<file path="config.mk">
export PLATFORM = sky130hd
export DESIGN_NAME = srp_arbiter
export DESIGN_NICKNAME = d
export VERILOG_FILES = /design/src/rtl/srp_pkg.sv /design/src/rtl/srp_arbiter.sv
export VERILOG_INCLUDE_DIRS = /design/src /design/src/rtl
export SDC_FILE = /design/constraint.sdc
export NUM_CORES = 1
export LEC_CHECK = 0
export ABC_AREA = 1
export BUFFER_PORTS_ARGS = -buffer_cell sky130_fd_sc_hd__buf_2
export CAP_MARGIN = 20
export CORE_AREA = 2 2 141 212
export CTS_CLUSTER_DIAMETER = 50
export DETAILED_ROUTE_END_ITERATION = 8
export DIE_AREA = 0 0 143 214
export PLACE_DENSITY_LB_ADDON = 0.08
export SYNTH_ARGS = -nofsm -noshare
export SYNTH_HDL_FRONTEND = slang
export SYNTH_SLANG_ARGS = --single-unit
</file>
<file path="constraint.sdc">
create_clock -name clk_i -period 2.14 [get_ports clk_i]
set_input_delay 0.321 -clock clk_i [delete_from_list [all_inputs] [get_ports clk_i]]
set_output_delay 0.321 -clock clk_i [all_outputs]
set_load 0.02 [all_outputs]
</file>
<file path="src/rtl/srp_defines.svh">
`ifndef SRP_DEFINES_SVH
`define SRP_DEFINES_SVH

// wishbone register byte offsets
`define SRP_REG_CTRL 8'h00
`define SRP_REG_STATUS 8'h04
`define SRP_REG_SELECT 8'h08
`define SRP_CTRL_RST 1'h1

// read/write field patterns, first protocol byte
`define SRP_FN_READ 8'hE8
`define SRP_FN_WRITE 8'h17

// command field codes
`define SRP_CMD_BURST_RD 5'h06
`define SRP_CMD_BURST_WR 5'h11
`define SRP_CMD_RD_CRC 5'h03
`define SRP_CMD_SET_ARB 5'h16
`define SRP_CMD_POLL_ARB 5'h09
`define SRP_CMD_RD_SEL 5'h05
`define SRP_CMD_WR_SEL 5'h0E
`define SRP_CMD_MASK_HI 2'h3

// protocol layout
`define SRP_PROTO_BITS 56
`define SRP_PCNT_CRC_SNAP 6'h2F
`define SRP_PCNT_LAST 6'h37
`define SRP_BIT_LAST 3'h7

// arbitration byte locations
`define SRP_ARB_ADDR_LO 19'h00000
`define SRP_ARB_ADDR_HI 19'h7FFFF

// crc feedback constant
`define SRP_CRC_POLY 8'hCC

// serial ram access length in clk cycles
`define SRP_RAM_CYC 2'h1

// synchroniser reset levels: sel, sclk, dq, ce_n, we_n, oe_n
`define SRP_SYNC_RST 6'h17

`endif

</file>
<file path="src/rtl/srp_pkg.sv">
package srp_pkg;
  typedef enum logic [3:0] {
    SRP_IDLE, SRP_PROTO, SRP_RD, SRP_WR, SRP_CRCO, SRP_POLL, SRP_SELR, SRP_SELW, SRP_HALT
  } srp_state_t;
endpackage : srp_pkg

</file>
<file path="src/rtl/srp_arbiter.sv">
// The register offsets and the Wishbone interface to the registers are this design's own decisions.
`include "srp_defines.svh"
`timescale 1ns/1ps
`default_nettype none

module srp_arbiter (
  input wire logic clk_i,
  input wire logic rst_i,
  input wire logic [7:0] wb_adr_i,
  input wire logic [31:0] wb_dat_i,
  input wire logic [3:0] wb_sel_i,
  input wire logic wb_we_i,
  input wire logic wb_cyc_i,
  input wire logic wb_stb_i,
  output logic [31:0] wb_dat_o,
  output logic wb_ack_o,
  input wire logic ser_select_i,
  input wire logic ser_clk_i,
  input wire logic ser_data_i,
  output logic ser_data_o,
  output logic ser_data_oe_o,
  output logic serial_drive_indicator_o,
  input wire logic [18:0] pb_addr_i,
  input wire logic pb_ce_n_i,
  input wire logic pb_oe_n_i,
  input wire logic pb_we_n_i,
  input wire logic [7:0] pb_data_i,
  output logic [7:0] pb_data_o,
  output logic pb_data_oe_o,
  output logic [18:0] ram_addr_o,
  output logic ram_ce_n_o,
  output logic ram_oe_n_o,
  output logic ram_we_n_o,
  input wire logic [7:0] ram_data_i,
  output logic [7:0] ram_data_o,
  output logic ram_data_oe_o
);
  import srp_pkg::*;

  function automatic logic [7:0] crc_bit(input logic [7:0] c, input logic b);
    logic fb;
    logic [7:0] t;
    fb = b ^ c[0];
    t = fb ? (c ^ `SRP_CRC_POLY) : c;
    return {fb, t[7:1]};
  endfunction : crc_bit

  function automatic logic sel_match(input logic [15:0] rx, input logic [15:0] cur,
                                     input logic set, input logic [15:0] mask);
    return !set || (((rx ^ cur) & mask) == 16'h0000);
  endfunction : sel_match

  // input synchronisers
  localparam logic [5:0] SYNC_RST = `SRP_SYNC_RST;
  logic [5:0] raw_in;
  logic [5:0] s1_ff, s2_ff, s3_ff, flt_ff, prv_ff;
  assign raw_in = {ser_select_i, ser_clk_i, ser_data_i, pb_ce_n_i, pb_we_n_i, pb_oe_n_i};

  genvar gi;
  generate
    for (gi = 0; gi < 6; gi++) begin : g_sync
      always_ff @(posedge clk_i) begin
        if (rst_i) begin
          s1_ff[gi] <= SYNC_RST[gi];
          s2_ff[gi] <= SYNC_RST[gi];
          s3_ff[gi] <= SYNC_RST[gi];
          flt_ff[gi] <= SYNC_RST[gi];
          prv_ff[gi] <= SYNC_RST[gi];
        end else begin
          s1_ff[gi] <= raw_in[gi];
          s2_ff[gi] <= s1_ff[gi];
          s3_ff[gi] <= s2_ff[gi];
          if (s2_ff[gi] == s3_ff[gi]) begin
            flt_ff[gi] <= s3_ff[gi];
          end
          prv_ff[gi] <= flt_ff[gi];
        end
      end
    end
  endgenerate

  logic ctrl_en_ff;
  logic ser_act, sclk_rise, sclk_fall, dq_in, pb_we_fall;
  assign ser_act = flt_ff[5] & ctrl_en_ff;
  assign sclk_rise = flt_ff[4] & ~prv_ff[4];
  assign sclk_fall = ~flt_ff[4] & prv_ff[4];
  assign dq_in = flt_ff[3];
  assign pb_we_fall = ~flt_ff[1] & prv_ff[1] & ~flt_ff[2];

  // serial state
  srp_state_t state_ff;
  logic [5:0] pcnt_ff;
  logic [2:0] cnt_ff;
  logic [55:0] proto_ff;
  logic [7:0] sh_ff, crc_ff, crc_chk_ff, crc_saved_ff, sel_lo_ff;
  logic [18:0] addr_ff;
  logic [15:0] sel_bits_ff, mask_ff;
  logic sel_set_ff, byte_idx_ff, arb_loc_ff;
  logic [1:0] phase_ff;
  logic [2:0] s_flags_ff;
  logic [1:0] b_flags_ff;
  logic req_rd_ff, req_wr_ff;
  logic [18:0] req_addr_ff;
  logic [7:0] req_data_ff, rd_data_ff;
  logic rd_done_ff;

  logic [55:0] nxt_proto;
  logic [7:0] nxt_sh_in, nxt_crc_rx, nxt_crc_tx;
  logic [7:0] arb_byte;
  logic [2:0] count_bits;
  logic [7:0] p_fn, p_crc;
  logic [18:0] p_addr;
  logic [4:0] p_cmd;
  logic [15:0] p_sel, p_mask;
  logic p_rd, p_wr, p_ok, p_match;

  assign nxt_proto = {dq_in, proto_ff[55:1]};
  assign nxt_sh_in = {dq_in, sh_ff[7:1]};
  assign nxt_crc_rx = crc_bit(crc_ff, dq_in);
  assign nxt_crc_tx = crc_bit(crc_ff, sh_ff[0]);
  assign p_fn = nxt_proto[7:0];
  assign p_addr = nxt_proto[26:8];
  assign p_cmd = nxt_proto[31:27];
  assign p_sel = nxt_proto[47:32];
  assign p_crc = nxt_proto[55:48];
  assign p_rd = (p_fn == `SRP_FN_READ);
  assign p_wr = (p_fn == `SRP_FN_WRITE);
  assign p_ok = (p_crc == crc_chk_ff) && (p_rd || p_wr);
  assign p_match = sel_match(p_sel, sel_bits_ff, sel_set_ff, 16'hFFFF);
  assign p_mask = ~(16'hFFFF << {p_cmd[2:0], 1'b0});
  assign count_bits = (state_ff == SRP_PROTO) ? pcnt_ff[2:0] : cnt_ff;
  assign arb_byte = {s_flags_ff, b_flags_ff, count_bits};

  always_ff @(posedge clk_i) begin
    if (rst_i) begin
      state_ff <= SRP_IDLE;
      pcnt_ff <= 6'h00;
      cnt_ff <= 3'h0;
      proto_ff <= 56'h0;
      sh_ff <= 8'h00;
      crc_ff <= 8'h00;
      crc_chk_ff <= 8'h00;
      crc_saved_ff <= 8'h00;
      sel_lo_ff <= 8'h00;
      addr_ff <= 19'h00000;
      sel_bits_ff <= 16'h0000;
      mask_ff <= 16'hFFFF;
      sel_set_ff <= 1'b0;
      byte_idx_ff <= 1'b0;
      arb_loc_ff <= 1'b0;
      phase_ff <= 2'h0;
      s_flags_ff <= 3'h0;
      req_rd_ff <= 1'b0;
      req_wr_ff <= 1'b0;
      req_addr_ff <= 19'h00000;
      req_data_ff <= 8'h00;
    end else begin
      req_rd_ff <= 1'b0;
      req_wr_ff <= 1'b0;
      if (!ser_act) begin
        if (state_ff != SRP_IDLE) begin
          crc_saved_ff <= crc_ff;
        end
        state_ff <= SRP_IDLE;
        cnt_ff <= 3'h0;
      end else if (state_ff == SRP_IDLE) begin
        state_ff <= SRP_PROTO;
        pcnt_ff <= 6'h00;
        cnt_ff <= 3'h0;
        crc_ff <= 8'h00;
      end else begin
        if (rd_done_ff && state_ff == SRP_RD) begin
          sh_ff <= rd_data_ff;
        end
        if (sclk_rise) begin
          case (state_ff)
            SRP_PROTO: begin
              proto_ff <= nxt_proto;
              crc_ff <= nxt_crc_rx;
              pcnt_ff <= pcnt_ff + 6'h01;
              if (pcnt_ff == `SRP_PCNT_CRC_SNAP) begin
                crc_chk_ff <= nxt_crc_rx;
              end
              if (pcnt_ff == `SRP_PCNT_LAST) begin
                cnt_ff <= 3'h0;
                addr_ff <= p_addr;
                byte_idx_ff <= 1'b0;
                phase_ff <= 2'h0;
                state_ff <= SRP_HALT;
                if (!p_ok) begin
                  state_ff <= SRP_HALT;
                end else if (p_rd && p_cmd == `SRP_CMD_BURST_RD && p_match) begin
                  state_ff <= SRP_RD;
                  req_rd_ff <= 1'b1;
                  req_addr_ff <= p_addr;
                end else if (p_rd && p_cmd[4:3] == `SRP_CMD_MASK_HI
                             && sel_match(p_sel, sel_bits_ff, sel_set_ff, p_mask)) begin
                  state_ff <= SRP_RD;
                  req_rd_ff <= 1'b1;
                  req_addr_ff <= p_addr;
                end else if (p_wr && p_cmd == `SRP_CMD_BURST_WR && p_match) begin
                  state_ff <= SRP_WR;
                end else if (p_rd && p_cmd == `SRP_CMD_RD_CRC && p_match) begin
                  state_ff <= SRP_CRCO;
                  sh_ff <= crc_saved_ff;
                end else if (p_wr && p_cmd == `SRP_CMD_SET_ARB && p_match) begin
                  if (p_addr == `SRP_ARB_ADDR_LO) begin
                    arb_loc_ff <= 1'b0;
                  end else if (p_addr == `SRP_ARB_ADDR_HI) begin
                    arb_loc_ff <= 1'b1;
                  end
                end else if (p_wr && p_cmd == `SRP_CMD_POLL_ARB && p_match) begin
                  state_ff <= SRP_POLL;
                  sh_ff <= arb_byte;
                end else if (p_rd && p_cmd == `SRP_CMD_RD_SEL) begin
                  state_ff <= SRP_SELR;
                  sh_ff <= sel_bits_ff[7:0];
                end else if (p_wr && p_cmd == `SRP_CMD_WR_SEL && p_match) begin
                  state_ff <= SRP_SELW;
                end
              end
            end
            SRP_RD: begin
              sh_ff <= {1'b0, sh_ff[7:1]};
              crc_ff <= nxt_crc_tx;
              cnt_ff <= cnt_ff + 3'h1;
              if (cnt_ff == `SRP_BIT_LAST) begin
                addr_ff <= addr_ff + 19'h00001;
                req_rd_ff <= 1'b1;
                req_addr_ff <= addr_ff + 19'h00001;
              end
            end
            SRP_WR: begin
              sh_ff <= nxt_sh_in;
              crc_ff <= nxt_crc_rx;
              cnt_ff <= cnt_ff + 3'h1;
              if (cnt_ff == `SRP_BIT_LAST) begin
                req_wr_ff <= 1'b1;
                req_addr_ff <= addr_ff;
                req_data_ff <= nxt_sh_in;
                addr_ff <= addr_ff + 19'h00001;
              end
            end
            SRP_CRCO: begin
              sh_ff <= {1'b0, sh_ff[7:1]};
              cnt_ff <= cnt_ff + 3'h1;
              if (cnt_ff == `SRP_BIT_LAST) begin
                state_ff <= SRP_HALT;
              end
            end
            SRP_SELR: begin
              sh_ff <= {1'b0, sh_ff[7:1]};
              cnt_ff <= cnt_ff + 3'h1;
              if (cnt_ff == `SRP_BIT_LAST) begin
                byte_idx_ff <= 1'b1;
                sh_ff <= sel_bits_ff[15:8];
                if (byte_idx_ff) begin
                  state_ff <= SRP_HALT;
                end
              end
            end
            SRP_SELW: begin
              sh_ff <= nxt_sh_in;
              cnt_ff <= cnt_ff + 3'h1;
              if (cnt_ff == `SRP_BIT_LAST) begin
                byte_idx_ff <= 1'b1;
                sel_lo_ff <= nxt_sh_in;
                if (byte_idx_ff) begin
                  sel_bits_ff <= {nxt_sh_in, sel_lo_ff};
                  sel_set_ff <= 1'b1;
                  state_ff <= SRP_HALT;
                end
              end
            end
            SRP_POLL: begin
              cnt_ff <= cnt_ff + 3'h1;
              if (phase_ff == 2'h1) begin
                sh_ff <= nxt_sh_in;
                crc_ff <= nxt_crc_rx;
              end else begin
                sh_ff <= {1'b0, sh_ff[7:1]};
                crc_ff <= nxt_crc_tx;
              end
              if (cnt_ff == `SRP_BIT_LAST) begin
                phase_ff <= phase_ff + 2'h1;
                if (phase_ff == 2'h1) begin
                  s_flags_ff <= nxt_sh_in[7:5];
                  sh_ff <= {nxt_sh_in[7:5], b_flags_ff, 3'h0};
                end else if (phase_ff == 2'h2) begin
                  state_ff <= SRP_HALT;
                end
              end
            end
            default: begin
              cnt_ff <= cnt_ff;
            end
          endcase
        end
      end
    end
  end

  // serial data output, changed after falling clock
  logic out_state;
  assign out_state = (state_ff == SRP_RD) || (state_ff == SRP_CRCO) || (state_ff == SRP_SELR)
                     || (state_ff == SRP_POLL && phase_ff != 2'h1);
  always_ff @(posedge clk_i) begin
    if (rst_i) begin
      ser_data_o <= 1'b0;
      ser_data_oe_o <= 1'b0;
      serial_drive_indicator_o <= 1'b0;
    end else if (!ser_act || !out_state) begin
      ser_data_oe_o <= 1'b0;
      serial_drive_indicator_o <= 1'b0;
    end else if (sclk_fall) begin
      ser_data_o <= sh_ff[0];
      ser_data_oe_o <= 1'b1;
      serial_drive_indicator_o <= 1'b1;
    end
  end

  // ram access sequencer and parallel passthrough
  logic [1:0] seq_cnt_ff;
  logic seq_wr_ff;
  logic arb_hit;
  assign arb_hit = (pb_addr_i == (arb_loc_ff ? `SRP_ARB_ADDR_HI : `SRP_ARB_ADDR_LO));
  always_ff @(posedge clk_i) begin
    if (rst_i) begin
      seq_cnt_ff <= 2'h0;
      seq_wr_ff <= 1'b0;
      rd_done_ff <= 1'b0;
      rd_data_ff <= 8'h00;
      ram_addr_o <= 19'h00000;
      ram_ce_n_o <= 1'b1;
      ram_oe_n_o <= 1'b1;
      ram_we_n_o <= 1'b1;
      ram_data_o <= 8'h00;
      ram_data_oe_o <= 1'b0;
    end else begin
      rd_done_ff <= 1'b0;
      if (req_rd_ff || req_wr_ff) begin
        seq_cnt_ff <= `SRP_RAM_CYC;
        seq_wr_ff <= req_wr_ff;
        ram_addr_o <= req_addr_ff;
        ram_ce_n_o <= 1'b0;
        ram_oe_n_o <= req_wr_ff;
        ram_we_n_o <= ~req_wr_ff;
        ram_data_o <= req_data_ff;
        ram_data_oe_o <= req_wr_ff;
      end else if (seq_cnt_ff != 2'h0) begin
        seq_cnt_ff <= seq_cnt_ff - 2'h1;
        if (seq_cnt_ff == 2'h1) begin
          ram_ce_n_o <= 1'b1;
          ram_oe_n_o <= 1'b1;
          ram_we_n_o <= 1'b1;
          ram_data_oe_o <= 1'b0;
          rd_done_ff <= ~seq_wr_ff;
          rd_data_ff <= ram_data_i;
        end
      end else if (!flt_ff[5]) begin
        ram_addr_o <= pb_addr_i;
        ram_ce_n_o <= pb_ce_n_i;
        ram_oe_n_o <= pb_oe_n_i | arb_hit;
        ram_we_n_o <= pb_we_n_i | arb_hit;
        ram_data_o <= pb_data_i;
        ram_data_oe_o <= ~pb_ce_n_i & ~pb_we_n_i & ~arb_hit;
      end else begin
        ram_ce_n_o <= 1'b1;
        ram_oe_n_o <= 1'b1;
        ram_we_n_o <= 1'b1;
        ram_data_oe_o <= 1'b0;
      end
    end
  end

  // parallel read data and parallel flag writes
  always_ff @(posedge clk_i) begin
    if (rst_i) begin
      pb_data_o <= 8'h00;
      pb_data_oe_o <= 1'b0;
      b_flags_ff <= 2'h0;
    end else begin
      pb_data_o <= arb_hit ? arb_byte : ram_data_i;
      pb_data_oe_o <= ~pb_ce_n_i & ~pb_oe_n_i & pb_we_n_i & (arb_hit | ~flt_ff[5]);
      if (pb_we_fall && arb_hit) begin
        b_flags_ff <= pb_data_i[4:3];
      end
    end
  end

  // wishbone slave
  always_ff @(posedge clk_i) begin
    if (rst_i) begin
      wb_ack_o <= 1'b0;
      wb_dat_o <= 32'h0000_0000;
      ctrl_en_ff <= `SRP_CTRL_RST;
    end else begin
      wb_ack_o <= wb_cyc_i & wb_stb_i & ~wb_ack_o;
      wb_dat_o <= 32'h0000_0000;
      if (wb_cyc_i && wb_stb_i && !wb_ack_o) begin
        if (wb_adr_i == `SRP_REG_CTRL) begin
          if (wb_we_i && wb_sel_i[0]) begin
            ctrl_en_ff <= wb_dat_i[0];
          end
          wb_dat_o <= {31'h0, ctrl_en_ff};
        end else if (wb_adr_i == `SRP_REG_STATUS) begin
          wb_dat_o <= {8'h00, crc_saved_ff, 3'h0, (state_ff != SRP_IDLE), 3'h0, arb_loc_ff,
                       arb_byte};
        end else if (wb_adr_i == `SRP_REG_SELECT) begin
          wb_dat_o <= {15'h0, sel_set_ff, sel_bits_ff};
        end
      end
    end
  end

endmodule : srp_arbiter

`default_nettype wire

</file>
==> reports/results.ini <==
[clock_network]
cts_sinks = 284
cts_tree = built
cts_buffer_depth = 3
clockRootBuffer = clkbuf_16
cts_buffers = 30
insertion_delay_ps = 580
cts.clk_slew.worst_paths_ps = 60
htree_levels = 1

[setup_path]
rr_endpoint = req_addr_ff[10]
rr_worst_depth = 16
slowest_stage = dfxtp_1
arrival_ps = 2640
timing.rr.start = proto_ff[6]
slowest_delay_ps = 310
critPathCaptureType = flop
crit_chain = inv_1 > nor2_1 > nand3_1 > nor2_1 > buf_4 > inv_1 > nor3_4 > nand2_2 > nand2_2 > nand2_2 > a21oi_4 > inv_2 > buf_12 > buf_4 > nor2_1 > nor2_1
crit_type = flop to flop
r2r_slack_ps = -20
cpMostUsedCell = nor2_1
worstPathRequired_ps = 2610
startpoint = proto_ff[6]
start_kind = flop
crit_path_max_fanout = 9

[drt]
detail_route.first_pass.iterations = 5
drt_wl_total_um = 41400
ant_nets = 0
drtIter0Drc = 635
vias_per_cell = 5.17
vias = 12800
drcViolationCount = 0
wire_per_inst_um = 16.8

[timing]
hold_viol = 0
fin_crit_sh_pct = 101
clock_skew_ps = 15.5
fin_tns_setup_ps = -53.5
min_period_ps = 2160
setup_ws_ps = -20.3
maxSlewViolCount = 0
max_clock_freq_ghz = 0.463
relSlewSlack_pct = 61.3
tightest_slew_ps = 581
rsz0062_at_grt = true
setup_viol = 4

[global_routing]
grt_max_degree = 88
antenna_found_initial = 1
grt_remaining_overflow = 0
first_global_vias = 12400
grtUsageTotal_pct = 26.8
grt_pass1_wl_um = 65100

[hold_path]
worstHoldStart = pb_data_i[5]
min_delay_path_depth = 3
hp-class = primary input to flop
min_to = ram_data_o[5]

[floorplan]
die_h_um = 214
start_util_pct = 44.8
dieWidth_um = 143
io_pins = 166
core_area_um2 = 28600
rows = 76
dieArea_um2 = 30600

[synth]
synth_area_per_cell_um2 = 7.16
ys_ff_latch = 284
synth.cell_area_um2 = 12800
yosys_warnings = 0
synthesis.instances = 1793
synth.distinct_cells = 52
synth-seq-area-share_pct = 44.3

[cells_and_area]
diodes = 0
area_growth_pct = 28.4
final_core_util_pct = 57.6
drive_gt1_share_pct = 23.7
fin_nets = 2153

[outcome]
violations = setup timing
status = finished, violations left

[power_and_ir_drop]
vdd_drop_max_mv = 0.859
p_leak_uw = 0.00701
powerDensity_nw_per_um2 = 779

[place]
hpwl_um = 30800
port_buffers = 123
gp_congestion = 0.943

[run]
maxCapViolCount = 0

[cells in the final DEF, fill, tap and decap left out, drive strengths merged, types with 17 or more instances in the layout]
master | netlist | final
a21oi | 179 | 179
dfxtp | 284 | 284
nor3 | 24 | 24
a31oi | 41 | 41
nand3 | 70 | 70
clkbuf | 63 | 37
inv | 196 | 198
buf | 25 | 299
nor4 | 19 | 19
nand2 | 337 | 337
nand4 | 17 | 17
nor2 | 206 | 206
o21ai | 215 | 215
or2 | 17 | 17
[kinds of logic (layout without fill, tap and decap cells)]
family	after synthesis	in the layout	synth area share, %
simple gates	695	695	23.1
compound gates	498	498	21.4
buf+inv	285	563	8.83
flops	284	284	44.3
xor+xnor	20	20	1.37
fa+ha+maj	9	9	0.878
other cells	1	8	0.0292
mux	1	1	0.0780
[per-layer routing]
layer	up-vias	global-route usage [%]	routed length (um)
met4	2	13.1	2060
met2	271	49.7	21800
met5	-	0	13
met3	105	2.37	1200
met1	5889	30.1	16300
li1	6497	-	-
[how the worst max path moves through the flow]
| stage | endpoint | slack, ps |
|---|---|---|
| after floorplan | req_addr_ff[9] | 200 |
| after global placement | req_addr_ff[8] | -70 |
| after detailed placement | req_addr_ff[17] | -110 |
| after CTS | req_addr_ff[14] | 2 |
| after global routing | req_addr_ff[7] | -180 |
| final | req_addr_ff[10] | -20 |
[through the flow]
stage / instance area, um^2 / std cells / power, uW / hold WS (ps) / worst slack (ps)
detailed placement: 14900 / 2384 / 7360 / 396 / -115
CTS: 16200 / 2460 / 12900 / 3.17 / 1.96
floorplan: 12900 / 1800 / 6800 / 388 / 202
global placement: 14900 / 2384 / 7340 / 393 / -67.9
finish: 16500 / 2468 / 12800 / 16.5 / -20.3
global route: 16500 / 2468 / 13300 / 20.2 / -180
[report_power, final]
group	switching, uW	leakage [uW]	internal [uW]
clock network	2300	0.000521	3270
logic	1030	0.00417	529
registers	135	0.00231	5570
[cells in the mapped netlist (all sizes together)]
cell	n	area (um^2)
o21bai	1	7.51
mux2i	1	10.0
o221ai	8	70.1
o2111ai	1	8.76
o211ai	3	22.5
clkbuf	63	236
a31oi	41	257
nand3b	1	7.51
a2111oi	1	8.76
nand4	17	106
a211oi	16	120
nor4	19	138
or2	17	106
a311oi	1	8.76
o41ai	1	8.76
nor3	24	131
a31o	3	26.3
dfxtp	284	5690
xnor2	8	70.1
o22ai	11	68.8
inv	196	736
a2bb2oi	1	8.76
a221oi	12	105
ha	9	113
nand2	337	1270
xor2	12	105
nor2	206	820
buf	25	158
nand3	70	355
conb	1	3.75
o21a	3	22.5
a32o	1	10.0
a21oi	179	907
o21ai	215	1080
nor3b	4	35.0
clkinv	1	3.75
[area by class of cell]
| type | count | area (um^2) |
|---|---|---|
| sequential | 284 | 5720 |
| inverter | 197 | 749 |
| timing repair buffer | 310 | 2160 |
| multi-input combinational | 1231 | 6290 |
| clock inverter | 19 | 246 |
| tap | 390 | 488 |
| fill | 2747 | 12100 |
| clock buffer | 37 | 827 |
[registers in the layout, indices dropped and copies added (netlist names), 6 cells and up]
| signal | flops |
|---|---|
| addr_ff | 19 |
| crc_chk_ff | 8 |
| crc_ff | 8 |
| crc_saved_ff | 8 |
| pb_data_o | 8 |
| pcnt_ff | 6 |
| proto_ff | 55 |
| ram_addr_o | 19 |
| ram_data_o | 8 |
| rd_data_ff | 8 |
| req_addr_ff | 19 |
| req_data_ff | 8 |
| sel_bits_ff | 16 |
| sel_lo_ff | 8 |
| sh_ff | 8 |
| wb_dat_o | 24 |
[critical path, delay by kind of cell, from the launching register on]
kind | cells | cell delay, ps
simple gates | 9 | 880
buf+inv | 6 | 670
flops | 1 | 310
compound gates | 1 | 210
[timing repair]
item                                   in CTS  in global routing
endpoints found under the hold margin      12                  0
resized for setup                          33                 68
hold buffers                               11                  0
pin swaps                                   6                 15
setup endpoints to repair                  26                 58
gates cloned                                0                  1
buffers inserted                            9                  7
Power figures use the tool's default switching activity.
